`src/shared/standby_wake_map.svh`:
```
// Register offsets, field positions, reset values and timing counts of the standby, wake and reset sequencer.
`ifndef STANDBY_WAKE_MAP_SVH
`define STANDBY_WAKE_MAP_SVH

`define CLOCK_CONTROL_REG_OFFSET 12'h000
`define POWER_FAIL_CONFIG_REG_OFFSET 12'h004
`define WAKE_CONTROL_OFFSET 12'h008
`define WAKE_STATUS_OFFSET 12'h00c

`define TIMER_STANDBY_SELECT_BIT 6
`define CLOCK_CONTROL_RESET 8'h00
`define POWER_FAIL_DISABLE_BIT 0
`define POWER_FAIL_RESET_SELECT_BIT 1
`define POWER_FAIL_CONFIG_RESET 8'h00
`define HALT_BIT 0
`define GLOBAL_IRQ_ENABLE_BIT 1

`define MCLK_HZ 100000000
`define RESET_LOW_PERIODS 8
`define STARTUP_DELAY_MS 64
`define STARTUP_EXTRA_PERIODS 7
`define PFAIL_GLITCH_NS 50
`define PRESCALE_RATIO 2048

`endif

```
`src/shared/standby_wake_pkg.sv`:
```
// Types shared by the standby, wake and reset sequencer.
package standby_wake_pkg;

    typedef enum logic [4:0] {
        ST_RESET = 5'b00001,
        ST_START = 5'b00010,
        ST_RUN = 5'b00100,
        ST_STANDBY = 5'b01000,
        ST_WAKE = 5'b10000
    } seq_state_t;

    typedef enum logic [1:0] {
        WAKE_NONE = 2'h0,
        WAKE_RESUME = 2'h1,
        WAKE_VECTOR = 2'h2
    } wake_action_t;

    typedef struct packed {
        logic first_wake_timer;
        logic second_wake_timer;
        logic ext_irq;
    } wake_src_t;

    typedef struct packed {
        logic psel;
        logic penable;
        logic pwrite;
        logic [11:0] paddr;
        logic [31:0] pwdata;
    } apb_req_t;

endpackage

```
`src/hdl/standby_wake_reset_control.sv`:
```
// Reset, power-fail and wake-up timer standby sequencer with an APB register slave.
//
// Function
// - Standby is left only by hardware reset, a first or second wake timer overflow, or an external interrupt.
// - A reset wake returns every control register to its initial value.
// - An interrupt or timer wake keeps RAM and all control registers unchanged.
// - A non-reset wake with the global interrupt enable set requests the normal interrupt response.
// - A non-reset wake with the global interrupt enable clear resumes after the halt opcode without vectoring.
// - An interrupt or timer wake resumes with no oscillator stabilisation delay.
// - After reset release, execution starts after 64 ms plus 7 further oscillator periods.
// - No reset clears internal RAM.
// - Power-fail detection is enabled while its disable bit is clear and off while it is set.
// - A low supply lasting over 50 ns resets the device only when the reset select bit asks for it.
// - The power-fail threshold comes from a configuration word level bit, not from a register.
// - Standby is entered by the halt opcode after the standby-select bit of the clock control register is set.
// - In standby only the prescaler at its 2048 ratio and the two wake timers run.
//
// Implementation choices: register access over APB and the register addresses.
`timescale 1ns/1ps
`include "standby_wake_map.svh"
module standby_wake_reset_control
    import standby_wake_pkg::*;
#(
    parameter int STARTUP_CYCLES = `STARTUP_DELAY_MS * (`MCLK_HZ / 1000) + `STARTUP_EXTRA_PERIODS,
    parameter int CNT_WIDTH = 24
) (
    input wire logic MCLK,
    input wire logic RST_B,
    input wire logic RESET_PIN_B,
    input wire logic SUPPLY_LOW,
    input wire logic POWER_FAIL_LEVEL_SELECT,
    input wire logic HALT_EXEC,
    input wire logic FIRST_WAKE_TIMER_OVF,
    input wire logic SECOND_WAKE_TIMER_OVF,
    input wire logic EXT_IRQ,
    input wire logic PSEL,
    input wire logic PENABLE,
    input wire logic PWRITE,
    input wire logic [11:0] PADDR,
    input wire logic [31:0] PWDATA,
    output logic [31:0] PRDATA,
    output logic PREADY,
    output logic PSLVERR,
    output logic CORE_RESET_B,
    output logic CORE_RUN,
    output logic CORE_RESUME,
    output logic CORE_VECTOR,
    output logic [2:0] CORE_WAKE_SRC,
    output logic PRESCALE_TICK,
    output logic WAKE_TIMER_RUN,
    output logic STANDBY_ACTIVE,
    output logic POWER_FAIL_LEVEL
);
    localparam int PFAIL_CYCLES_RAW = (`PFAIL_GLITCH_NS * (`MCLK_HZ / 1000000)) / 1000;
    localparam int PFAIL_CYCLES = PFAIL_CYCLES_RAW < 1 ? 1 : PFAIL_CYCLES_RAW;
    localparam int RESET_LOW_CYCLES = `RESET_LOW_PERIODS;

    typedef struct packed {
        seq_state_t state;
        logic [CNT_WIDTH-1:0] cnt;
        logic [10:0] prescale;
        logic [7:0] clock_control;
        logic [7:0] power_fail_config;
        logic global_irq_enable;
        logic reset_req;
        logic core_reset_b;
        logic core_run;
        logic core_resume;
        logic core_vector;
        wake_src_t wake_src;
        wake_src_t wake_latched;
        logic prescale_tick;
        logic standby;
        logic pf_level;
        logic timer_run;
        logic [31:0] prdata;
        logic pready;
        logic pslverr;
    } ctrl_t;

    ctrl_t r;
    ctrl_t next_r;
    logic pin_reset_hit;
    logic supply_low_hit;
    logic pfail_meta;
    logic pfail_sync;
    logic supply_meta;
    logic supply_sync;
    logic [1:0] wake_meta;
    logic [1:0] wake_sync;
    logic ext_meta;
    logic ext_sync;
    wake_src_t wake_now;
    logic pf_enabled;
    logic apb_access;

    ////////////////////////////////////////////////////////////////////////////
    // Pin synchronisers and low-period filters.

    sync_count_filter #(
        .WIDTH(CNT_WIDTH),
        .LIMIT(CNT_WIDTH'(RESET_LOW_CYCLES - 1))
    ) u_pin_filter (
        .clk(MCLK),
        .rst_b(RST_B),
        .din_b(RESET_PIN_B),
        .hit(pin_reset_hit)
    );

    // glitch filter on supply
    // The monitor flag is synchronised before the enable gate so no logic sees the raw pin.
    sync_count_filter #(
        .WIDTH(CNT_WIDTH),
        .LIMIT(CNT_WIDTH'(PFAIL_CYCLES))
    ) u_supply_filter (
        .clk(MCLK),
        .rst_b(RST_B),
        .din_b(!(supply_sync && pf_enabled)),
        .hit(supply_low_hit)
    );

    always_ff @(posedge MCLK or negedge RST_B) begin
        if (!RST_B) begin
            wake_meta <= 2'h0;
            wake_sync <= 2'h0;
            ext_meta <= 1'b0;
            ext_sync <= 1'b0;
            pfail_meta <= 1'b0;
            pfail_sync <= 1'b0;
            supply_meta <= 1'b0;
            supply_sync <= 1'b0;
        end else begin
            wake_meta <= {FIRST_WAKE_TIMER_OVF, SECOND_WAKE_TIMER_OVF};
            wake_sync <= wake_meta;
            ext_meta <= EXT_IRQ;
            ext_sync <= ext_meta;
            pfail_meta <= POWER_FAIL_LEVEL_SELECT;
            pfail_sync <= pfail_meta;
            supply_meta <= SUPPLY_LOW;
            supply_sync <= supply_meta;
        end
    end

    ////////////////////////////////////////////////////////////////////////////
    // Sequencer and register file.

    assign pf_enabled = !r.power_fail_config[`POWER_FAIL_DISABLE_BIT];
    assign apb_access = PSEL && PENABLE && !r.pready;

    always_comb begin
        wake_now = '{first_wake_timer: wake_sync[1], second_wake_timer: wake_sync[0], ext_irq: ext_sync};
        next_r = r;
        next_r.core_resume = 1'b0;
        next_r.core_vector = 1'b0;
        next_r.prescale_tick = 1'b0;
        next_r.pready = 1'b0;
        next_r.pslverr = 1'b0;
        next_r.pf_level = pfail_sync;
        next_r.reset_req = pin_reset_hit ||
            (supply_low_hit && r.power_fail_config[`POWER_FAIL_RESET_SELECT_BIT]);
        next_r.prescale = r.prescale + 11'h001;
        if (r.prescale == 11'(`PRESCALE_RATIO - 1)) begin
            next_r.prescale_tick = 1'b1;
        end
        if (apb_access) begin
            next_r.pready = 1'b1;
            next_r.prdata = 32'h0;
            unique case (PADDR)
                `CLOCK_CONTROL_REG_OFFSET: begin
                    if (PWRITE) begin
                        next_r.clock_control = PWDATA[7:0];
                    end
                    next_r.prdata = {24'h0, r.clock_control};
                end
                `POWER_FAIL_CONFIG_REG_OFFSET: begin
                    if (PWRITE) begin
                        next_r.power_fail_config = PWDATA[7:0];
                    end
                    next_r.prdata = {24'h0, r.power_fail_config};
                end
                `WAKE_CONTROL_OFFSET: begin
                    if (PWRITE) begin
                        next_r.global_irq_enable = PWDATA[`GLOBAL_IRQ_ENABLE_BIT];
                    end
                    next_r.prdata = {30'h0, r.global_irq_enable, 1'b0};
                end
                `WAKE_STATUS_OFFSET: begin
                    next_r.prdata = {24'h0, 3'h0, r.state};
                    next_r.prdata[10:8] = r.wake_latched;
                end
                default: begin
                    next_r.pslverr = 1'b1;
                end
            endcase
        end
        unique case (r.state)
            ST_RESET: begin
                next_r.cnt = '0;
                next_r.state = ST_START;
            end
            ST_START: begin
                next_r.cnt = r.cnt + 1'b1;
                if (r.cnt == CNT_WIDTH'(STARTUP_CYCLES - 1)) begin
                    next_r.core_reset_b = 1'b1;
                    next_r.core_run = 1'b1;
                    next_r.state = ST_RUN;
                end
            end
            ST_RUN: begin
                if (HALT_EXEC && r.clock_control[`TIMER_STANDBY_SELECT_BIT]) begin
                    next_r.core_run = 1'b0;
                    next_r.standby = 1'b1;
                    next_r.state = ST_STANDBY;
                end
            end
            ST_STANDBY: begin
                if (wake_now != 3'h0) begin
                    next_r.wake_src = wake_now;
                    next_r.wake_latched = wake_now;
                    next_r.state = ST_WAKE;
                end
            end
            ST_WAKE: begin
                next_r.standby = 1'b0;
                next_r.core_run = 1'b1;
                if (r.global_irq_enable) begin
                    next_r.core_vector = 1'b1;
                end else begin
                    next_r.core_resume = 1'b1;
                end
                next_r.state = ST_RUN;
            end
        endcase
        if (r.reset_req) begin
            // no RAM clear is driven here
            next_r.state = ST_RESET;
            next_r.clock_control = `CLOCK_CONTROL_RESET;
            next_r.power_fail_config = `POWER_FAIL_CONFIG_RESET;
            next_r.global_irq_enable = 1'b0;
            next_r.core_reset_b = 1'b0;
            next_r.core_run = 1'b0;
            next_r.standby = 1'b0;
            next_r.wake_src = '0;
            next_r.wake_latched = '0;
            next_r.core_resume = 1'b0;
            next_r.core_vector = 1'b0;
        end
        // The wake timers run in both run and standby; kept in a flop so the output is registered.
        next_r.timer_run = next_r.core_run || next_r.standby;
    end

    always_ff @(posedge MCLK or negedge RST_B) begin
        if (!RST_B) begin
            r <= '{state: ST_RESET, cnt: '0, prescale: 11'h000, clock_control: `CLOCK_CONTROL_RESET,
                power_fail_config: `POWER_FAIL_CONFIG_RESET, global_irq_enable: 1'b0, reset_req: 1'b0,
                core_reset_b: 1'b0, core_run: 1'b0, core_resume: 1'b0, core_vector: 1'b0,
                wake_src: 3'h0, wake_latched: 3'h0, prescale_tick: 1'b0, standby: 1'b0, pf_level: 1'b0,
                timer_run: 1'b0, prdata: 32'h0, pready: 1'b0, pslverr: 1'b0};
        end else begin
            r <= next_r;
        end
    end

    ////////////////////////////////////////////////////////////////////////////
    // Outputs straight from the state register.

    assign PRDATA = r.prdata;
    assign PREADY = r.pready;
    assign PSLVERR = r.pslverr;
    assign CORE_RESET_B = r.core_reset_b;
    assign CORE_RUN = r.core_run;
    assign CORE_RESUME = r.core_resume;
    assign CORE_VECTOR = r.core_vector;
    assign CORE_WAKE_SRC = r.wake_src;
    assign PRESCALE_TICK = r.prescale_tick;
    assign WAKE_TIMER_RUN = r.timer_run;
    assign STANDBY_ACTIVE = r.standby;
    assign POWER_FAIL_LEVEL = r.pf_level;
endmodule

```
`src/hdl/sync_count_filter.sv`:
```
// Two-flop synchroniser followed by a low-level run counter that asserts once the run reaches a threshold.
`timescale 1ns/1ps
module sync_count_filter
    import standby_wake_pkg::*;
#(
    parameter int WIDTH = 24,
    parameter logic [WIDTH-1:0] LIMIT = WIDTH'(8)
) (
    input wire logic clk,
    input wire logic rst_b,
    input wire logic din_b,
    output logic hit
);
    typedef struct packed {
        logic meta;
        logic sync;
        logic [WIDTH-1:0] run;
        logic hit;
    } filt_t;

    filt_t r;
    filt_t next_r;

    always_comb begin
        next_r = r;
        next_r.meta = din_b;
        next_r.sync = r.meta;
        if (r.sync) begin
            next_r.run = '0;
        end else if (r.run != LIMIT) begin
            next_r.run = r.run + 1'b1;
        end
        next_r.hit = !r.sync && (r.run == LIMIT);
    end

    always_ff @(posedge clk or negedge rst_b) begin
        if (!rst_b) begin
            r <= '{meta: 1'b1, sync: 1'b1, run: '0, hit: 1'b0};
        end else begin
            r <= next_r;
        end
    end

    assign hit = r.hit;
endmodule

```
`config.mk`:
```
export PLATFORM = sky130hd
export DESIGN_NAME = standby_wake_reset_control
export DESIGN_NICKNAME = d
export VERILOG_FILES = /design/src/shared/standby_wake_pkg.sv /design/src/hdl/standby_wake_reset_control.sv /design/src/hdl/sync_count_filter.sv
export VERILOG_INCLUDE_DIRS = /design/src /design/src/shared
export SDC_FILE = /design/constraint.sdc
export NUM_CORES = 1
export LEC_CHECK = 0
export BUFFER_PORTS_ARGS = -buffer_cell sky130_fd_sc_hd__buf_2
export CAP_MARGIN = 20
export CORE_MARGIN = 2
export CORE_UTILIZATION = 58
export CTS_CLUSTER_SIZE = 8
export DETAILED_ROUTE_END_ITERATION = 16
export PLACE_DENSITY = 0.8
export SETUP_SLACK_MARGIN = 0.5
export SYNTH_ARGS = -nofsm -noshare
export SYNTH_HDL_FRONTEND = slang
export SYNTH_SLANG_ARGS = --single-unit
```
`constraint.sdc`:
```
create_clock -name MCLK -period 2.5 [get_ports MCLK]
set_clock_uncertainty 0.1 [all_clocks]
set_input_delay 0.25 -clock MCLK [delete_from_list [all_inputs] [get_ports MCLK]]
set_output_delay 0.25 -clock MCLK [all_outputs]
set_load 0.05 [all_outputs]
```
* Word-level counts from Yosys, hierarchy flattened
Cells that the tools add are included.
Word-level totals: register bits after elaboration 149, word-level logic and storage cells 130, output and inout bits 45, input bits 56
Operators by class: equality and inequality tests 17, mux-type cells 34, reductions and logical operators 35, $add $sub $neg 4
Operators by type and width (count):
- $mux 24 | 4
- $add 24x1->24 const B | 3
- $eq 24x3->1 const B | 2
- $ne 24x3->1 const B | 2
- $pmux 24 s2 | 1
- $pmux 11 s4 | 1
- $mux 17 | 2
- $pmux 5 s5 | 1
- $eq 12x4->1 const B | 2
- $eq 24x23->1 const B | 1
- $mux 8 | 3
- $reduce_bool 2->1 | 12
- $mux 5 | 4
- $eq 12x3->1 const B | 1
- $logic_not 12->1 | 1
- $mux 6 | 2
- $reduce_and 3->1 | 4
- $add 11x1->11 const B | 1
- $eq 11x11->1 const B | 1
- $mux 1 | 10
- $mux 10 | 1
- $ne 3x3->1 const B | 3
- $logic_and 1x1->1 | 7
- $mux 2 | 3
- 12 further kinds | 18

* Logic depth before layout (Yosys ltp)
Gate-level depths: netlist (run 1).
depth in word-level cells 5, gate-level depth with buffers 7, depth with buffers taken out 6

* Modules after synthesis
Synthesis (run 1) repeated with hierarchy kept, for this count alone.
Second synthesis, totals: cell total of the unflattened synthesis 765, area, all modules 7334.5 um^2
By module, submodules not included:
- standby_wake_reset_control | area an instance 4554.4 um^2, cells an instance 471, instances 1, sequential area each 2303.5 um^2
- sync_count_filter (u_supply_filter) | area an instance 1428.9 um^2, cells an instance 148, instances 1, sequential area each 678.2 um^2
- sync_count_filter (u_pin_filter) | area an instance 1351.3 um^2, cells an instance 146, instances 1, sequential area each 678.2 um^2

* Least setup slack after synthesis (run 1)
OpenSTA, ideal clock, no wires.
path type register to register, start point register r, in the netlist PREADY, end point register r[49] (netlist bit), clock period less this slack 2058 ps, library setup time 123 ps, required time 2277 ps, arrival 1835 ps, path slack 442 ps, cell stages (with the launch flop) 5, path buffers 0, cells stage by stage dfrtp_1 nand3b_1 nor3b_1 nand3_1 mux2i_1
Between the ends: longest elaborated chain between the ends 4
Ends and longest elaborated chain:
- start: declaration | RTL line standby_wake_reset_control.sv:81 | ctrl_t r;
- start signal: assignment | RTL line standby_wake_reset_control.sv:254 | r <= '{state: ST_RESET, cnt: '0, prescale: 11'h000, clock_control: `CLOCK_CONTROL_RESET,
- start signal: assignment | RTL line standby_wake_reset_control.sv:260 | r <= next_r;
- $logic_not 1->1 | RTL line standby_wake_reset_control.sv:148 | assign apb_access = PSEL && PENABLE && !r.pready;
- $logic_and 1x1->1 | RTL line standby_wake_reset_control.sv:148
- $reduce_bool 2->1 (no line)
- $reduce_and 3->1 (no line)
No other way between the ends. A chain may end at the register's enable or synchronous reset.

* Worst setup path in the final report (run 1)
start point register u_pin_filter.r[20] (netlist bit), end point register u_pin_filter.r[2] (netlist bit)
Between the ends: longest elaborated chain between the ends 2
Ends and longest elaborated chain:
- start: declaration | RTL line sync_count_filter.sv:21 | filt_t r;
- start signal: assignment | RTL line sync_count_filter.sv:38 | r <= '{meta: 1'b1, sync: 1'b1, run: '0, hit: 1'b0};
- start signal: assignment | RTL line sync_count_filter.sv:40 | r <= next_r;
- $ne 24x3->1 | RTL line sync_count_filter.sv:30 | end else if (r.run != LIMIT) begin
- $reduce_bool 2->1 (no line)
No other way between the ends.

==> summary.txt, run 1 <==
clock slew at reported path FFs - 0.06 ns
Max Fclk - 510 MHz
ANT nets after route - 0
setup ws final - 0.540 ns
layout cells sized above 1 - 0.188
Final HPWL DP - 10.5 mm
GR Util All Layers - 0.257
maximum vdd drop - 0.607 mV
Leak - 3.71 nW
Die X - 116 um
Synth area leader - dfrtp_1
first-pass GRT wire length - 27.5 mm
EDFF count, synth - 0
Diodes inserted - 0
Async SR Flop Fraction - 1.00
overall power - 6.20 mW
CP required - 2.69 ns
wire length per cell - 16.9 um
DIE HEIGHT - 116 um
CP Class - register to register
Top Ports - 101
number of synthesized register bits - 146
RSZ-0062 raised after global routing - true
Critical Path Source Type - register
core region area - 0.0125 mm^2
worst slew pin tran - 1.02 ns
FP Rows - 41
P&R area growth vs syn - 16.8%
largest net degree at the start of global routing - 60
Final Max Slew Viols - 0
Arrival @ worst endpoint - 2.15 ns
Synth area leaders - dfrtp_1, nand3_1, buf_4
vias per cell - 6.18
via count - 6,191
Fillers - 911
Mapped Avg Cell Area - 9.60 um^2
Synth Cell Area - 0.00733 mm^2
CTS H-Tree Depth - 4
DIE AREA - 0.0136 mm^2
crit path time final - 1.96 ns
Crit path largest cell delay - 0.56 ns
number of global-route vias before repair - 5,755
router iterations before antenna repair - 5
drt total wl - 16.9 mm
fin nets - 878
Yosys top cell area share - 0.481
CTS buffer count - 17
Iter 0 DRT Violations - 603
initial antenna violation count - 0
Clock Sinks - 146
fin crit share - 0.784
gr ovfl total - 0
Mapped Cells - 764
crit-path cells - or4_4, or4_4, o21ai_1, a21oi_1
Seq/Total Area, Yosys - 0.499
Synth Flop Type - dfrtp_1
clock latency on the worst-skew pair - 0.43 ns
clock buffer depth - 2
endpoints failing setup - 0
Final Non-Filler Cells - 1,001
CTS tree - done
Final Instance Area - 0.00857 mm^2
crit path max fanout - 6
DP Worst Slack - 0.369 ns
DP Cell Count - 944
Core Util, Final - 0.687
post-placement cell area - 0.00757 mm^2
residual DRC count - 0
status - complete, no violations
max_slew headroom - 0.322
Critical Path End Type - register
Most Frequent Cell on Critical Path - or4_4
Final Hold Viols - 0
distinct cell type count after synthesis - 56
final RePlAce weighted congestion - 0.861
worst hold slack - 0.0188 ns
setup TNS - 0 ns
Root Driver - clkbuf_16
Hold Crit Class - input port to register
Syn. warnings - 0
Buffers on Ports - 55
Initial Util - 0.588
P per Cell Area - 724 mW/mm^2
# Max-Cap Violations - 0
crit path max-delay cell type - or4_4
==> routing by layer <==
| layer | global-route usage | up-vias | part of all wire | wire (um) |
|---|---|---|---|---|
| li1 | - | 2851 | - | - |
| met1 | 0.346 | 3045 | 0.43 | 7270 |
| met2 | 0.418 | 259 | 0.49 | 8280 |
| met3 | 0.0519 | 36 | 0.060 | 1010 |
| met4 | 0.0937 | 0 | 0.021 | 357 |
| met5 | 0 | - | 0 | 0 |
==> path summary, 6_finish.rpt <==
| kind | from | endpoint | slack [ns] | cells past startpoint |
|---|---|---|---|---|
| worst max-delay path | u_pin_filter.r[20] | u_pin_filter.r[2] | 0.54 | 4 |
| worst min-delay path | PWDATA[2] | r[60] | 0.02 | 3 |
| worst min register to register | pfail_meta | pfail_sync | 0.25 | 0 |
| min in group asynchronous | RST_B | PRDATA[10] | 0.27 | 2 |
| max in group asynchronous | RST_B | u_pin_filter.r[25] | 1.25 | 3 |
| worst max register to register | u_pin_filter.r[20] | u_pin_filter.r[2] | 0.54 | 4 |
==> critical path, delay by kind of cell (launching register included) <==
family | cells | cell delay (ns)
AO/OA/AOI/OAI | 2 | 0.22
flip-flops | 1 | 0.43
AND/OR/NAND/NOR | 2 | 1.07
==> state kept, by name, summed over array words and instances (netlist names), 2 cells and up <==
name               cells
wake_meta              2
PRDATA                11
CORE_WAKE_SRC          3
wake_sync              2
r                     58
u_pin_filter.r        25
u_supply_filter.r     25
==> timing repair <==
| item | 4_1_cts | 5_1_grt |
|---|---|---|
| resized for setup | 18 | 24 |
| buffers inserted | 3 | 9 |
| pin swaps | 1 | 9 |
| endpoints found under the setup margin | 40 | 48 |
| hold buffers | 12 | 0 |
| hold endpoints to repair | 72 | 0 |
| cloned | 0 | 1 |
==> kinds of logic (layout without fill, tap and decap cells) <==
| logic type | count (synthesis) | count (layout) | synth area share |
|---|---|---|---|
| muxes | 13 | 13 | 0.0186 |
| AOI/OAI and AO/OA | 161 | 161 | 0.133 |
| other | 1 | 21 | 0.000511 |
| buffers and inverters | 89 | 134 | 0.0643 |
| and+or+nand+nor | 319 | 319 | 0.239 |
| adders and majority gates | 6 | 6 | 0.0102 |
| xor gates and xnor gates | 29 | 29 | 0.0346 |
| DFF | 146 | 146 | 0.499 |
==> layout by cell type, fill, tap and decap left out, types with 18 or more instances in the layout <==
master     n
buf_4     19
nand2_1   59
nand4_1   24
a21oi_1   50
nand3_1   60
o31ai_1   21
dfrtp_1  135
o21ai_0   43
nor2_1    41
nor3_1    18
conb_1    21
buf_2     56
or4_1     19
==> power breakdown <==
| group | switching [mW] | leakage, nW | internal, mW |
|---|---|---|---|
| Sequential | 0.108 | 1.93 | 2.45 |
| Combinational | 0.619 | 1.49 | 0.367 |
| Clock | 0.994 | 0.286 | 1.67 |
==> cells in the mapped netlist, drive strengths merged, types with 8 or more instances <==
cell type	n
nor3	20
nor4	16
nand3	65
and4	15
buf	45
xnor2	15
a31oi	16
or4	23
o21ai	45
nand4	24
dfrtp	141
xor2	14
nand2	60
o31ai	22
clkbuf	31
mux2i	8
a21oi	50
and3	14
inv	13
nor2	41
==> final cells by class <==
type                    instances  area (um^2)  area share
repair buffers                 89          574      0.0670
inverters                      13         51.3     0.00599
well taps                     172          215      0.0251
clock inverters                13          185      0.0216
flip-flops and latches        146         3670       0.428
clock buffers                  19          433      0.0505
multi-input cells             549         3440       0.402
Note: power is estimated with default switching activity, not from simulation.
==> inputs of run 2 (changes only) <==
==> constraint.sdc (replaced) <==
create_clock -name MCLK -period 1.89 [get_ports MCLK]
set_clock_uncertainty 0.1 [all_clocks]
set_input_delay 0.189 -clock MCLK [delete_from_list [all_inputs] [get_ports MCLK]]
set_output_delay 0.189 -clock MCLK [all_outputs]
set_load 0.05 [all_outputs]
==> run 2 against run 1 <==
The run now fails in global routing. Synthesized cell count is the same. Area after synthesis did not move.
==> summary.txt, run 2 <==
GR Util All Layers - 0.672
EDFF count, synth - 0 (unchanged)
DP Worst Slack - -0.0194 ns (-0.389 ns)
post-placement cell area - 0.00811 mm^2 (+7.1%)
CTS H-Tree Depth - 4 (unchanged)
GRT repair_timing worst endpoint - WAKE_TIMER_RUN$_DFF_PN0_/D
Syn. warnings - 0 (unchanged)
Worst EP Category - register input
Root Driver - clkbuf_16
Final HPWL DP - 11.7 mm (+12%)
top cells by count, synth - dfrtp_1, nand3_1, nand2_1, a21oi_1, o21ai_0
clock buffer depth - 2 (unchanged)
Synth Cell Area - 0.00733 mm^2 (unchanged)
Top Ports - 101 (unchanged)
Die X - 116 um (unchanged)
Mapped Cells - 764 (unchanged)
distinct cell type count after synthesis - 56 (unchanged)
Error - [ERROR GRT-0232] Routing congestion too high. Check the congestion heatmap in the GUI.
status - stopped before the end
gr ovfl total - 2
number of synthesized register bits - 146 (unchanged)
largest net degree at the start of global routing - 49
Failed at - global routing
Yosys top cell area share - 0.481 (unchanged)
Synth Flop Type - dfrtp_1
Synth area leader - dfrtp_1
most frequent cell after synthesis - dfrtp_1
Initial Util - 0.588 (unchanged)
Buffers on Ports - 55 (unchanged)
CTS buffer count - 17 (unchanged)
Async SR Flop Fraction - 1.00 (unchanged)
Mapped Avg Cell Area - 9.60 um^2 (unchanged)
Clock Sinks - 146 (unchanged)
final RePlAce weighted congestion - 0.865 (+0.44%)
Seq/Total Area, Yosys - 0.499 (unchanged)
FP Rows - 41 (unchanged)
DIE HEIGHT - 116 um (unchanged)
Synth area leaders - dfrtp_1, nand3_1, buf_4
run 2: cell counts after synthesis:
Identical to the previous run, type by type.
run 2: per-stage QoR:
step | setup TNS [ns] | util | cells
CTS | 0 | 0.795 | 1091
global placement | 0 | 0.650 | 985
detailed placement | -0.0331 | 0.650 | 985
floorplan | 0 | - | 784
run 2: logic make-up after synthesis:
group / share of synthesized area
fa+ha+maj: 0.0102
buf+inv: 0.0643
simple gates: 0.239
other cells: 0.000511
flops: 0.499
mux: 0.0186
xor+xnor: 0.0346
compound gates: 0.133
run 2: repair_timing:
action / in CTS
pin swaps: 64
endpoints found under the setup margin: 113
gates resized for setup: 156
buffers inserted: 53
hold endpoints to repair: 109
hold buffers: 15
cloned: 6
run 2: routing by layer:
| metal | GRT overflow | global-route usage |
|---|---|---|
| met5 | 0 | 0.181 |
| met1 | 0 | 0.660 |
| met4 | 2 | 0.625 |
| met2 | 0 | 0.841 |
| met3 | 0 | 0.560 |
==> inputs of run 3 (changes only) <==
--- a/config.mk
+++ b/config.mk
@@ -9,11 +9,9 @@
 export BUFFER_PORTS_ARGS = -buffer_cell sky130_fd_sc_hd__buf_2
 export CAP_MARGIN = 20
 export CORE_MARGIN = 2
-export CORE_UTILIZATION = 58
-export CTS_CLUSTER_SIZE = 8
+export CORE_UTILIZATION = 40
 export DETAILED_ROUTE_END_ITERATION = 16
-export PLACE_DENSITY = 0.8
-export SETUP_SLACK_MARGIN = 0.5
+export PLACE_DENSITY_LB_ADDON = 0.15
 export SYNTH_ARGS = -nofsm -noshare
 export SYNTH_HDL_FRONTEND = slang
 export SYNTH_SLANG_ARGS = --single-unit
==> run 3 against run 2 <==
The flow now finishes, with violations (setup timing).
==> summary.txt, run 3 (synthesis results as in run 1) <==
P per Cell Area - 878 mW/mm^2
r2r worst-path depth - 5
max FFs per register - 58
Largest Register - r
largest net degree at the start of global routing - 47
most common cell after layout, fill and taps aside - dfrtp_1
DIE HEIGHT - 139 um (+20%)
RSZ-0062 raised after global routing - true
fin nets - 938
Die X - 139 um (+20%)
largest registers - r: 58 flops, u_pin_filter.r: 25 flops, u_supply_filter.r: 25 flops
initial antenna violation count - 0
Leak - 4.04 nW
Final HPWL DP - 11.8 mm (+1.0%)
router iterations before antenna repair - 5
Core Util, Final - 0.505
Buffers on Ports - 55 (unchanged)
post-placement cell area - 0.00817 mm^2 (+0.82%)
DIE AREA - 0.0194 mm^2
Final Hold Viols - 0
wire length per cell - 15.5 um
Final Instance Area - 0.00908 mm^2
Critical Path End Type - register
failing checks - setup timing
first-pass GRT wire length - 28.9 mm
Arrival @ worst endpoint - 2.13 ns
Diodes inserted - 0
CP required - 2.09 ns
Initial Util - 0.408 (-0.180)
DP Worst Slack - -0.0802 ns (-0.0608 ns)
clock buffer depth - 2 (unchanged)
CTS tree - done
FF-to-FF Start - u_pin_filter.r[19]
worst reg-to-reg setup slack - -0.04 ns
crit path time final - 1.93 ns
CTS buffer count - 17 (unchanged)
Iter 0 DRT Violations - 411
vias per cell - 5.48
CTS H-Tree Depth - 4 (unchanged)
drt total wl - 17.3 mm
setup ws final - -0.0398 ns
ANT nets after route - 0
hold depth - 3
clock latency on the worst-skew pair - 0.42 ns
gr ovfl total - 0
Max Fclk - 518 MHz
status - finished, violations left
final RePlAce weighted congestion - 0.859 (-0.71%)
GR Util All Layers - 0.181
via count - 6,118
fin crit share - 1.02
FP Rows - 49 (+20%)
reg2reg end - u_pin_filter.r[4]
Hold Path Origin - PENABLE
Critical Path Source Type - register
Clock Sinks - 146 (unchanged)
Top Ports - 101 (unchanged)
core region area - 0.0180 mm^2
Hold Crit Class - input port to register
most frequent cells in the layout - dfrtp_1, buf_4, nand3_1, nand2_1, buf_2
residual DRC count - 0
Hold EP - PREADY
layout cells sized above 1 - 0.247
number of global-route vias before repair - 5,967
clock slew at reported path FFs - 0.06 ns
P&R area growth vs syn - 23.8%
Final Max Slew Viols - 0
maximum vdd drop - 0.470 mV
CP Class - register to register
# Max-Cap Violations - 0
crit path max fanout - 2
endpoints failing setup - 1
Root Driver - clkbuf_16
[run 3: report_power, final]
part           switching [mW]  internal [mW]
registers               0.126           3.24
logic                   0.876          0.606
clock network            1.27           1.85
[run 3: how the worst max path moves through the flow]
stage	start	depth (start not counted)	slack, ns	end
global route	u_pin_filter.r[19]	5	-0.11	u_pin_filter.r[4]
floorplan	r[104]	5	-0.01	WAKE_TIMER_RUN
finish	u_pin_filter.r[19]	5	-0.04	u_pin_filter.r[4]
CTS	r[96]	5	0.002	CORE_RUN
global placement	r[77]	6	-0.06	WAKE_TIMER_RUN
detailed placement	r[77]	6	-0.08	CORE_RUN
[run 3: per-stage QoR]
step	setup TNS (ns)	instances	total power, mW	hold slack, ns
final	-0.0398	1117	7.97	0.0672
after floorplan	-0.0126	784	4.29	-0.207
after global placement	-0.142	1065	4.77	-0.0135
after detailed placement	-0.384	1065	4.80	-0.00674
after global routing	-0.643	1117	8.36	0.0726
after CTS	0	1112	8.04	0.0430
[run 3: worst max-delay path: stages, from the launching register on]
cell and delay [ns]:
dfrtp_1 0.37, or4_4 0.56, nor4_4 0.30, buf_4 0.18
a21oi_2 0.05, mux2_2 0.26
[run 3: what timing repair did]
action | in CTS | in global routing
pin swaps | 6 | 12
setup buffers | 1 | 5
hold buffers | 15 | 0
setup endpoints to repair | 13 | 33
endpoints found under the hold margin | 165 | 0
resized for setup | 10 | 26
[run 3: cell type report]
cell class	count	area [um^2]
repair buffers	149	1070
fillers	1668	8880
inverters	13	48.8
clock inverters	11	88.8
flip-flops and latches	146	3660
clock buffers	20	457
multi-input cells	549	3460
well taps	229	287
[run 3: metal layers]
metal	wire, um	vias to the layer above	track usage
li1	-	2982	-
met1	8090	2961	0.244
met2	8180	144	0.290
met3	719	31	0.0337
met4	318	0	0.0723
met5	0	-	0
